File: src/include/trig_ctrl_pkg.sv
`default_nettype none
package trig_ctrl_pkg;
  // ==========================================================
  // Slave-mode selection codes
  localparam logic [2:0] MODE_OFF = 3'h0;
  localparam logic [2:0] MODE_RESET = 3'h4;
  localparam logic [2:0] MODE_GATED = 3'h5;
  localparam logic [2:0] MODE_TRIGGER = 3'h6;
  localparam logic [2:0] MODE_EXTCLK1 = 3'h7;
  // ==========================================================
  // Trigger-select codes
  localparam logic [2:0] TSEL_ITR1 = 3'h1;
  localparam logic [2:0] TSEL_CH1 = 3'h5;
  localparam logic [2:0] TSEL_CH2 = 3'h6;
  localparam logic [2:0] TSEL_ETR = 3'h7;
  // ==========================================================
  // Prescale and filter codes
  localparam logic [1:0] EXT_TRIGGER_PRESCALE_DIV1 = 2'h0;
  localparam logic [3:0] FILT_NONE = 4'h0;
  // ==========================================================
  // Reset values
  localparam logic RST_FLAG = 1'b0;
  localparam logic [1:0] RST_PSC = 2'h0;
  localparam logic [3:0] RST_FILT_CNT = 4'h0;
endpackage
`default_nettype wire

File: src/timer_clock_trigger_controller.sv
// What this block does
// - Off mode leaves enable and update to software
// - Internal clock ticks once enable is set
// - Mode 111 counts selected trigger edges
// - Select 110 routes filtered channel 2
// - Select 101 routes filtered channel 1
// - Channel polarity bit inverts trigger sense
// - Four-bit channel filter, zero means none
// - Capture prescaler is outside trigger path
// - Clock-mode edges tick and set flag
// - All four pin and trigger inputs resynchronised by two flops
// - External clock 2 counts external pin edges
// - Two-bit prescaler divides external pin edges for external clock 2 only, not on the trigger path
// - External polarity picks rising or falling
// - Four-bit external filter, zero means none
// - Trigger mode edge starts counter, flags
// - Reset mode edge clears counter, prescaler
// - Reset mode updates when request select low
// - Gated mode counts on level, flags both
// - Gated mode stays stopped while enable low
// - Four trigger sources in the multiplexer
// - Select 001 routes internal trigger one
`default_nettype none
module timer_clock_trigger_controller (
  // Clock and reset
  input wire logic CORE_CLK_IN,
  input wire logic SRST_IN,
  // Asynchronous pins and other timers
  input wire logic TIMER_INPUT_CH1_IN,
  input wire logic TIMER_INPUT_CH2_IN,
  input wire logic EXTERNAL_TRIGGER_PIN_IN,
  input wire logic INTERNAL_TRIGGER_IN_IN,
  // Configuration
  input wire logic [2:0] SLAVE_MODE_SELECT_IN,
  input wire logic [2:0] TRIGGER_SELECT_IN,
  input wire logic EXT_CLOCK2_ENABLE_IN,
  input wire logic EXT_TRIGGER_POLARITY_IN,
  input wire logic [1:0] EXT_TRIGGER_PRESCALE_IN,
  input wire logic [3:0] EXT_TRIGGER_FILTER_IN,
  input wire logic CH1_POLARITY_IN,
  input wire logic CH2_POLARITY_IN,
  input wire logic [3:0] CH1_INPUT_FILTER_IN,
  input wire logic [3:0] CH2_INPUT_FILTER_IN,
  input wire logic UPDATE_REQUEST_SELECT_IN,
  input wire logic TRIGGER_IRQ_ENABLE_IN,
  // Software strobes
  input wire logic COUNTER_ENABLE_SET_IN,
  input wire logic COUNTER_ENABLE_CLR_IN,
  input wire logic UPDATE_GENERATE_IN,
  input wire logic TRIGGER_FLAG_CLR_IN,
  // Outputs to the time base
  output logic COUNTER_ENABLE_OUT,
  output logic PRESCALER_CLOCK_OUT,
  output logic COUNTER_CLEAR_OUT,
  output logic UPDATE_EVENT_OUT,
  output logic TRIGGER_FLAG_OUT,
  output logic TRIGGER_IRQ_OUT
);

  // ==========================================================
  // Resynchronisers
  // Raw pin levels in bit order ch1, ch2, ext pin, internal trigger
  logic [3:0] raw_in;
  logic [3:0] sync1_reg; // First stage, read only by second stage
  logic [3:0] sync2_reg; // Safe levels in the core domain
  assign raw_in = {INTERNAL_TRIGGER_IN_IN, EXTERNAL_TRIGGER_PIN_IN,
                   TIMER_INPUT_CH2_IN, TIMER_INPUT_CH1_IN};

  // Two flops per input give a fixed two-cycle latency
  // Nothing but the second stage may read sync1_reg: it can be metastable
  // The synchroniser's share of the delay from a pin edge to any response is therefore always the same
  always_ff @(posedge CORE_CLK_IN) begin
    if (SRST_IN) begin
      sync1_reg <= 4'h0;
      sync2_reg <= 4'h0;
    end else begin
      sync1_reg <= raw_in;
      sync2_reg <= sync1_reg;
    end
  end

  // ==========================================================
  // Digital filters for ch1, ch2 and the external pin
  // Filter field sets the count of stable samples needed
  // Glitches on a pin shorter than the field's sample count never reach the trigger logic
  logic [3:0] filt_cfg [3];
  logic [2:0] filt_lvl; // Filtered levels, one bit per filter
  // Filter fields gathered so the loop below can index them
  assign filt_cfg[0] = CH1_INPUT_FILTER_IN;
  assign filt_cfg[1] = CH2_INPUT_FILTER_IN;
  assign filt_cfg[2] = EXT_TRIGGER_FILTER_IN;

  generate
    for (genvar i = 0; i < 3; i++) begin : g_filt
      logic [3:0] cnt_reg; // Stable-sample counter
      logic lvl_reg; // Level this filter has accepted
      // Each filter owns its level flop, so no vector has two writers
      assign filt_lvl[i] = lvl_reg;
      // A new level is taken only after N agreeing samples
      // Trade-off: a field of N delays every edge by N-1 extra cycles
      always_ff @(posedge CORE_CLK_IN) begin
        if (SRST_IN) begin
          cnt_reg <= trig_ctrl_pkg::RST_FILT_CNT;
          lvl_reg <= 1'b0;
        end else if (filt_cfg[i] == trig_ctrl_pkg::FILT_NONE) begin
          cnt_reg <= trig_ctrl_pkg::RST_FILT_CNT;
          lvl_reg <= sync2_reg[i];
        end else if (sync2_reg[i] == lvl_reg) begin
          // Any agreeing sample restarts the count
          cnt_reg <= trig_ctrl_pkg::RST_FILT_CNT;
        end else if (cnt_reg + 4'h1 >= filt_cfg[i]) begin
          cnt_reg <= trig_ctrl_pkg::RST_FILT_CNT;
          lvl_reg <= sync2_reg[i];
        end else begin
          cnt_reg <= cnt_reg + 4'h1;
        end
      end
    end
  endgenerate

  // ==========================================================
  // Polarity and trigger multiplexer
  // Capture prescaler and source select never enter here
  // Polarity is a plain inversion, so a level and its edges flip together
  logic ti1_lvl;
  logic ti2_lvl;
  logic etr_lvl;
  assign ti1_lvl = filt_lvl[0] ^ CH1_POLARITY_IN;
  assign ti2_lvl = filt_lvl[1] ^ CH2_POLARITY_IN;
  assign etr_lvl = filt_lvl[2] ^ EXT_TRIGGER_POLARITY_IN;

  // Decode of the trigger source; reserved codes give no trigger
  // A reserved code reads as a quiet low, so no edge can appear on it
  function automatic logic [1:0] trig_pick(input logic [2:0] sel);
    unique case (sel)
      trig_ctrl_pkg::TSEL_ITR1: trig_pick = 2'h1;
      trig_ctrl_pkg::TSEL_CH1: trig_pick = 2'h1;
      trig_ctrl_pkg::TSEL_CH2: trig_pick = 2'h1;
      trig_ctrl_pkg::TSEL_ETR: trig_pick = 2'h1;
      default: trig_pick = 2'h0;
    endcase
  endfunction

  // The internal trigger is synchronised too but skips the filter flop, so with filters at zero it arrives one cycle before the other three
  logic trig_lvl; // Selected trigger input level
  logic trig_valid; // Select code names a real source
  always_comb begin
    trig_valid = trig_pick(TRIGGER_SELECT_IN) == 2'h1;
    unique case (TRIGGER_SELECT_IN)
      trig_ctrl_pkg::TSEL_ITR1: trig_lvl = sync2_reg[3];
      trig_ctrl_pkg::TSEL_CH1: trig_lvl = ti1_lvl;
      trig_ctrl_pkg::TSEL_CH2: trig_lvl = ti2_lvl;
      trig_ctrl_pkg::TSEL_ETR: trig_lvl = etr_lvl;
      default: trig_lvl = 1'b0;
    endcase
  end

  // ==========================================================
  // Edge detection
  // Previous levels, one cycle behind the live ones
  logic trig_prev_reg;
  logic etr_prev_reg;
  // Loading the live level in reset keeps an inverted input from faking an edge
  always_ff @(posedge CORE_CLK_IN) begin
    if (SRST_IN) begin
      trig_prev_reg <= trig_lvl;
      etr_prev_reg <= etr_lvl;
    end else begin
      trig_prev_reg <= trig_lvl;
      etr_prev_reg <= etr_lvl;
    end
  end
  // Gated mode needs both edges; the clock paths need only the rise
  logic trig_rise;
  logic trig_fall;
  logic etr_rise;
  assign trig_rise = trig_valid & trig_lvl & ~trig_prev_reg;
  assign trig_fall = trig_valid & ~trig_lvl & trig_prev_reg;
  // Pin clock edges are the rises of the polarity-adjusted level
  assign etr_rise = etr_lvl & ~etr_prev_reg;

  // ==========================================================
  // Mode decode
  // Codes 001 to 011 match none of these and fall back to internal clocking
  logic mode_reset;
  logic mode_gated;
  logic mode_trig;
  logic mode_ext1;
  assign mode_reset = SLAVE_MODE_SELECT_IN == trig_ctrl_pkg::MODE_RESET;
  assign mode_gated = SLAVE_MODE_SELECT_IN == trig_ctrl_pkg::MODE_GATED;
  assign mode_trig = SLAVE_MODE_SELECT_IN == trig_ctrl_pkg::MODE_TRIGGER;
  assign mode_ext1 = SLAVE_MODE_SELECT_IN == trig_ctrl_pkg::MODE_EXTCLK1;

  // ==========================================================
  // External trigger prescaler: pass one of every 2**N edges
  logic [2:0] ext_trigger_prescale_cnt_reg;
  logic [2:0] ext_trigger_prescale_limit;
  logic etr_tick;
  // Limit is 2**N minus one, so the count wraps after 2**N edges
  // Changing the ratio while edges arrive may pass one edge early
  assign ext_trigger_prescale_limit = 3'((4'h1 << EXT_TRIGGER_PRESCALE_IN) - 4'h1);
  assign etr_tick = etr_rise & (ext_trigger_prescale_cnt_reg >= ext_trigger_prescale_limit);
  always_ff @(posedge CORE_CLK_IN) begin
    if (SRST_IN) begin
      ext_trigger_prescale_cnt_reg <= 3'(trig_ctrl_pkg::RST_PSC);
    end else if (EXT_TRIGGER_PRESCALE_IN == trig_ctrl_pkg::EXT_TRIGGER_PRESCALE_DIV1) begin
      ext_trigger_prescale_cnt_reg <= 3'h0;
    end else if (etr_tick) begin
      ext_trigger_prescale_cnt_reg <= 3'h0;
    end else if (etr_rise) begin
      ext_trigger_prescale_cnt_reg <= ext_trigger_prescale_cnt_reg + 3'h1;
    end
  end

  // ==========================================================
  // Counter enable
  // Software owns it; trigger mode may also set it
  // A trigger start wins over a software clear in the same cycle
  always_ff @(posedge CORE_CLK_IN) begin
    if (SRST_IN) begin
      COUNTER_ENABLE_OUT <= 1'b0;
    end else if (mode_trig && trig_rise) begin
      COUNTER_ENABLE_OUT <= 1'b1;
    end else if (COUNTER_ENABLE_SET_IN) begin
      COUNTER_ENABLE_OUT <= 1'b1;
    end else if (COUNTER_ENABLE_CLR_IN) begin
      COUNTER_ENABLE_OUT <= 1'b0;
    end
  end

  // ==========================================================
  // Prescaler clock tick (one-cycle pulse per count)
  // Priority follows the order in which the clock sources override
  logic tick_next;
  always_comb begin
    if (!COUNTER_ENABLE_OUT) begin
      tick_next = 1'b0;
    end else if (EXT_CLOCK2_ENABLE_IN) begin
      // Pin clock wins over slave mode; gating still applies
      tick_next = etr_tick & (~mode_gated | trig_lvl);
    end else if (mode_ext1) begin
      tick_next = trig_rise;
    end else if (mode_gated) begin
      tick_next = trig_valid & trig_lvl;
    end else begin
      // Internal clock: off, reset, trigger and reserved modes
      tick_next = 1'b1;
    end
  end
  // Registered so the time base sees a clean one-cycle tick
  always_ff @(posedge CORE_CLK_IN) begin
    if (SRST_IN) begin
      PRESCALER_CLOCK_OUT <= 1'b0;
    end else begin
      PRESCALER_CLOCK_OUT <= tick_next;
    end
  end

  // ==========================================================
  // Counter clear and update event
  // Reset-mode clear also restarts the prescaler
  // Both pulses last one cycle; the time base must act on them at once
  always_ff @(posedge CORE_CLK_IN) begin
    if (SRST_IN) begin
      COUNTER_CLEAR_OUT <= 1'b0;
      UPDATE_EVENT_OUT <= 1'b0;
    end else begin
      COUNTER_CLEAR_OUT <= (mode_reset & trig_rise) | UPDATE_GENERATE_IN;
      // Software update strobe is self-clearing by being a pulse
      UPDATE_EVENT_OUT <= UPDATE_GENERATE_IN |
        (mode_reset & trig_rise & ~UPDATE_REQUEST_SELECT_IN);
    end
  end

  // ==========================================================
  // Trigger flag and request; a set beats a clear
  // The request copies the next flag value, so both move on one edge
  logic flag_set;
  assign flag_set = ((mode_trig | mode_reset | mode_ext1) & trig_rise) |
                    (mode_gated & COUNTER_ENABLE_OUT & (trig_rise | trig_fall));
  always_ff @(posedge CORE_CLK_IN) begin
    if (SRST_IN) begin
      TRIGGER_FLAG_OUT <= trig_ctrl_pkg::RST_FLAG;
    end else if (flag_set) begin
      TRIGGER_FLAG_OUT <= 1'b1;
    end else if (TRIGGER_FLAG_CLR_IN) begin
      TRIGGER_FLAG_OUT <= 1'b0;
    end
  end
  always_ff @(posedge CORE_CLK_IN) begin
    if (SRST_IN) begin
      TRIGGER_IRQ_OUT <= 1'b0;
    end else begin
      TRIGGER_IRQ_OUT <= (flag_set | (TRIGGER_FLAG_OUT & ~TRIGGER_FLAG_CLR_IN))
        & TRIGGER_IRQ_ENABLE_IN;
    end
  end

endmodule
`default_nettype wire

File: config.mk
export PLATFORM = sky130hd
export DESIGN_NAME = timer_clock_trigger_controller
export DESIGN_NICKNAME = d
export VERILOG_FILES = /design/src/include/trig_ctrl_pkg.sv /design/src/timer_clock_trigger_controller.sv
export SDC_FILE = /design/constraint.sdc
export NUM_CORES = 1
export LEC_CHECK = 0
export BUFFER_PORTS_ARGS = -buffer_cell sky130_fd_sc_hd__buf_4
export CORE_MARGIN = 4
export CORE_UTILIZATION = 30
export CTS_BUF_LIST = sky130_fd_sc_hd__clkbuf_16
export DETAILED_ROUTE_END_ITERATION = 7
export HOLD_SLACK_MARGIN = 0.06
export PLACE_DENSITY_LB_ADDON = 0.3
export SKIP_LAST_GASP = 1
export SLEW_MARGIN = 10
export SYNTH_ARGS = -nofsm -noshare
export SYNTH_HDL_FRONTEND = slang
export SYNTH_SLANG_ARGS = --single-unit
File: constraint.sdc
create_clock -name CORE_CLK_IN -period 1.89 [get_ports CORE_CLK_IN]
set_clock_uncertainty 0.05 [all_clocks]
set_input_delay 0.0945 -clock CORE_CLK_IN [delete_from_list [all_inputs] [get_ports CORE_CLK_IN]]
set_output_delay 0.0945 -clock CORE_CLK_IN [all_outputs]
set_load 0.03 [all_outputs]
Word-level counts from Yosys, hierarchy flattened:

Cells that the tools add are included.
Widths: inputs -> output; s select.

* register bits: 34
* input port bits: 36
* word-level logic and storage cells: 112

* add/sub/neg operators: 5
* magnitude comparators: 4
* equal/unequal tests: 15
* shift-type cells: 1
* multiplexer cells: 19
* bitwise operators: 32
* reductions and logical operators: 19

Operators with widths (number)
* $eq 3x3->1 const B: 7
* $mux 1: 18
* $reduce_or 4->1: 4
* $and 1x1->1: 14
* $add 4x1->4 const B: 3
* $ge 4x4->1: 3
* $logic_not 4->1: 3
* $or 1x1->1: 8
* $reduce_bool 2->1: 4
* $not 1->1: 7
* $ne 2x2->1 const B: 3
* $reduce_and 2->1: 3
* $pmux 1 s4: 1
* $add 3x1->3 const B: 1
* $eq 1x1->1: 3
* $eq 3x1->1 const B: 1
* $ge 3x3->1: 1
* $reduce_bool 3->1: 1
* $reduce_or 3->1: 1
* $shl 1x2->3 const A: 1
* $sub 3x1->3 const B: 1
* $xor 1x1->1: 3
* $eq 2x1->1 const B: 1
* $logic_not 2->1: 1
* 2 further kinds: 2

Longest topological paths before layout:

* word-level depth: 11
* depth in mapped cells: 7
* depth with buffers taken out: 7

Least setup slack after synthesis:

Ideal clock, no wire load.

* kind: flip-flop to flip-flop
* start: register g_filt[2].cnt_reg[0]
* end: register g_filt[2].cnt_reg[2]
* setup time: 65 ps
* arrival time: 1747 ps
* required time: 1775 ps
* slack: 28 ps
* stages on the path, launching flop included: 7
* buffers on the path: 0
* cell sequence: dfxtp_1 ha_1 ha_1 a21o_1 a21o_1 a2111o_1 nor2b_1

* word-level cells in the longest chain between the ends: 3

RTL lines
* start, declared: line timer_clock_trigger_controller.sv:95 `logic [3:0] cnt_reg;`
* start signal, assigned: line timer_clock_trigger_controller.sv:103 `cnt_reg <= trig_ctrl_pkg::RST_FILT_CNT;`
* start signal, assigned: line timer_clock_trigger_controller.sv:106 `cnt_reg <= trig_ctrl_pkg::RST_FILT_CNT;`
* start signal, assigned: line timer_clock_trigger_controller.sv:110 `cnt_reg <= trig_ctrl_pkg::RST_FILT_CNT;`
* $add 4x1->4 *: line timer_clock_trigger_controller.sv:111, timer_clock_trigger_controller.sv:115
* $ge 4x4->1: line timer_clock_trigger_controller.sv:111 `end else if (cnt_reg + 4'h1 >= filt_cfg[i]) begin`
* $reduce_or 4->1 (no source line)

Mark *: on every way between the ends. The rest lies on a longest branch, timed or not.
A chain may end at the register's enable or synchronous reset.

Worst setup path after layout:

Ends and elaborated chain as after synthesis.

==> qor.csv <==
metric,value,unit
setup_tns,0,ns
min-delay worst type,primary input to flop,
synthesized cell area,1730,um2
CP Capture Point,g_filt[2].cnt_reg[2]$_SDFF_PP0_,
"most common cell after layout, fill and taps aside",buf_4,
floorplan core area,5540,um2
startpoint types,flop,
port bufs,41,
pwr dens,718,nW/um2
worst flop-to-flop path startpoint,g_filt[2].cnt_reg[0]$_SDFF_PP0_,
Post-Route WL,3.46,mm
Skew-Pair Late Insertion Delay,0.28,ns
unrepaired setup endpoints after global routing,true,
first-pass GRT wire length,5.46,mm
syn_area_per_cell,9.17,um2
DR pass1 iterations,4,
TritonCTS clock tree,done,
Required @ worst endpoint,2.05,ns
DP Wirelength,2.65,mm
post-route minimum period,1.81,ns
vias per cell,4.38,
synth unique cells,37,
Pleak,1.14,nW
syn nets,244,
Synth Warn #,0,
"area leader, netlist",dfxtp_1,
total global-route track usage,9.72,%
routed vias,1406,
Root Driver,clkbuf_16,
Worst Path Max Fanout,4,
post-synth top area share,39.3,%
Die Wd,84,um
WL per Instance,10.8,um
initial DRC count,42,
ANT cells,0,
H-tree depth,2,
TritonCTS Buffers,5,
largest net degree at the start of global routing,16,
TritonCTS Sinks,34,
R2R cell count,7,
Crit Path Category,flop to flop,
Layout area overhead,41.9,%
Post-Syn Instances,189,
synth top area cells,"dfxtp_1, ha_1, nor2b_1",
Max Cap Viol,0,
max-slew violation count,0,
ANT nets after route,0,
reg2reg end,g_filt[2].cnt_reg[2]$_SDFF_PP0_,
Final Hold Viols,0,
Worst-Margin Slew,0.412,ns
sequential-to-total area share from yosys stat,39.3,%
nets@finish,303,
share of layout cells above drive strength 1,25.7,%
vias in the first global route,1276,
Placement Setup Slack,-0.0202,ns
Final Cycle Share,95.7,%
initial antenna violation count,0,
Rel. slew slack,72.1,%
reg-to-reg setup timing slack,0.08,ns
drc violations,0,
status,finished clean,
Critical Path AT,1.97,ns
max reg flops,12,
CTS max path bufs,2,
CP startpoint,g_filt[2].cnt_reg[0]$_SDFF_PP0_,
Worst VDD drop,0.506,mV
die area,7060,um2
Die Ht,84,um
"commonest non-fill, non-tap cells in the layout","buf_4, dfxtp_1, inv_1, ha_1",
Critical Path Sink Type,flop,
# setup viols final,0,
FMAX,553,MHz
Starting Density,31.3,%
I/O pin total,42,
site row count,27,
overflow left after global routing,0,
clock-pin slew on the worst setup and hold paths,0.06,ns
GPL Wtd Cong,0.739,
final setup margin,0.0804,ns
number of synthesized register bits,34,
## power by group
| part | total, mW | internal, mW | switching (mW) | leakage, nW |
|---|---|---|---|---|
| registers | 0.754 | 0.741 | 0.0136 | 0.279 |
| clock network | 0.772 | 0.480 | 0.292 | 0.0672 |
| logic | 0.240 | 0.134 | 0.106 | 0.798 |
## final cells by class
cell class	instances	area (um2)
fill	549	3080
multi-input combinational	132	1030
sequential	34	683
timing repair buffer	54	435
clock buffer	5	125
tap	72	90.1
inverter	21	78.8
clock inverter	3	16.3
## repair_timing
item                                    CTS  global route
setup buffers                             0             0
hold buffers                             12             0
pin swaps                                 1             4
endpoints found under the setup margin    3             8
resized for setup                         0             9
endpoints found under the hold margin    12             0
## per-stage QoR
stage / std cells / area (um2) / hold slack [ns] / util [%] / power, mW
after floorplan: 189 / 1730 / 0.116 / - / 0.885
after global routing: 321 / 2460 / 0.0979 / 44.4 / 1.85
after global placement: 301 / 2130 / 0.258 / 38.4 / 0.980
after CTS: 321 / 2390 / 0.0737 / 43.2 / 1.79
after detailed placement: 301 / 2130 / 0.259 / 38.4 / 0.982
final: 321 / 2460 / 0.0795 / 44.4 / 1.77
## routing by layer
metal / part of all wire [%] / global-route usage (%) / wire length [um] / vias up
met2: 48 / 15.9 / 1670 / 27
met1: 45 / 11.2 / 1560 / 615
li1: - / - / - / 758
met5: 0 / 0 / 0 / -
met4: 2.3 / 5.41 / 79 / 0
met3: 4.6 / 2.96 / 158 / 6
## synth_stat cells
library cell / instances
a2111o_1: 1
a211o_1: 1
a21o_1: 5
a21oi_1: 12
a221o_1: 1
a31oi_1: 1
and2b_2: 1
and4_1: 1
buf_2: 1
clkbuf_1: 1
dfxtp_1: 34
ha_1: 19
inv_1: 21
mux2i_1: 3
mux2i_2: 1
nand2_1: 15
nand2b_1: 5
nand3_1: 5
nand4_1: 1
nor2_1: 12
nor2b_1: 15
nor3b_1: 1
nor4_1: 2
o2111a_1: 1
o2111ai_1: 2
o211ai_1: 1
o21ai_0: 3
o21ai_1: 1
o21ai_4: 1
o22ai_1: 1
o41ai_1: 1
or2_2: 2
or2b_1: 2
or3b_1: 1
xnor2_1: 6
xor2_1: 7
xor2_2: 1
## kinds of logic after synthesis
group	count (synthesis)	synth area share [%]
adder cells (fa/ha/maj)	19	13.7
AND/OR/NAND/NOR	63	19.1
XOR/XNOR	14	7.51
buffers and inverters	23	5.05
flip-flops	34	39.3
AO/OA/AOI/OAI	32	12.8
multiplexers	4	2.53
## critical path, cell delays in order (launching register included)
cell and delay [ns]:
dfxtp_2 0.33, buf_4 0.15, ha_4 0.20, nand2b_4 0.13, a21o_1 0.15, a21o_1 0.16
a2111o_1 0.46, nor2b_1 0.12
## how the worst min path moves through the flow
stage / end / depth (start not counted) / slack [ns] / startpoint
6_report: COUNTER_ENABLE_OUT$_SDFFE_PP0P_ / 3 / 0.08 / SLAVE_MODE_SELECT_IN[1]
5_1_grt: COUNTER_ENABLE_OUT$_SDFFE_PP0P_ / 3 / 0.1 / SLAVE_MODE_SELECT_IN[1]
4_1_cts: COUNTER_ENABLE_OUT$_SDFFE_PP0P_ / 3 / 0.07 / SLAVE_MODE_SELECT_IN[1]
3_5_place_dp: sync1_reg[1]$_SDFF_PP0_ / 2 / 0.26 / TIMER_INPUT_CH2_IN
3_3_place_gp: sync1_reg[2]$_SDFF_PP0_ / 2 / 0.26 / EXTERNAL_TRIGGER_PIN_IN
2_1_floorplan: sync2_reg[1]$_SDFF_PP0_ / 1 / 0.12 / SRST_IN
Power figures use the tool's default switching activity.
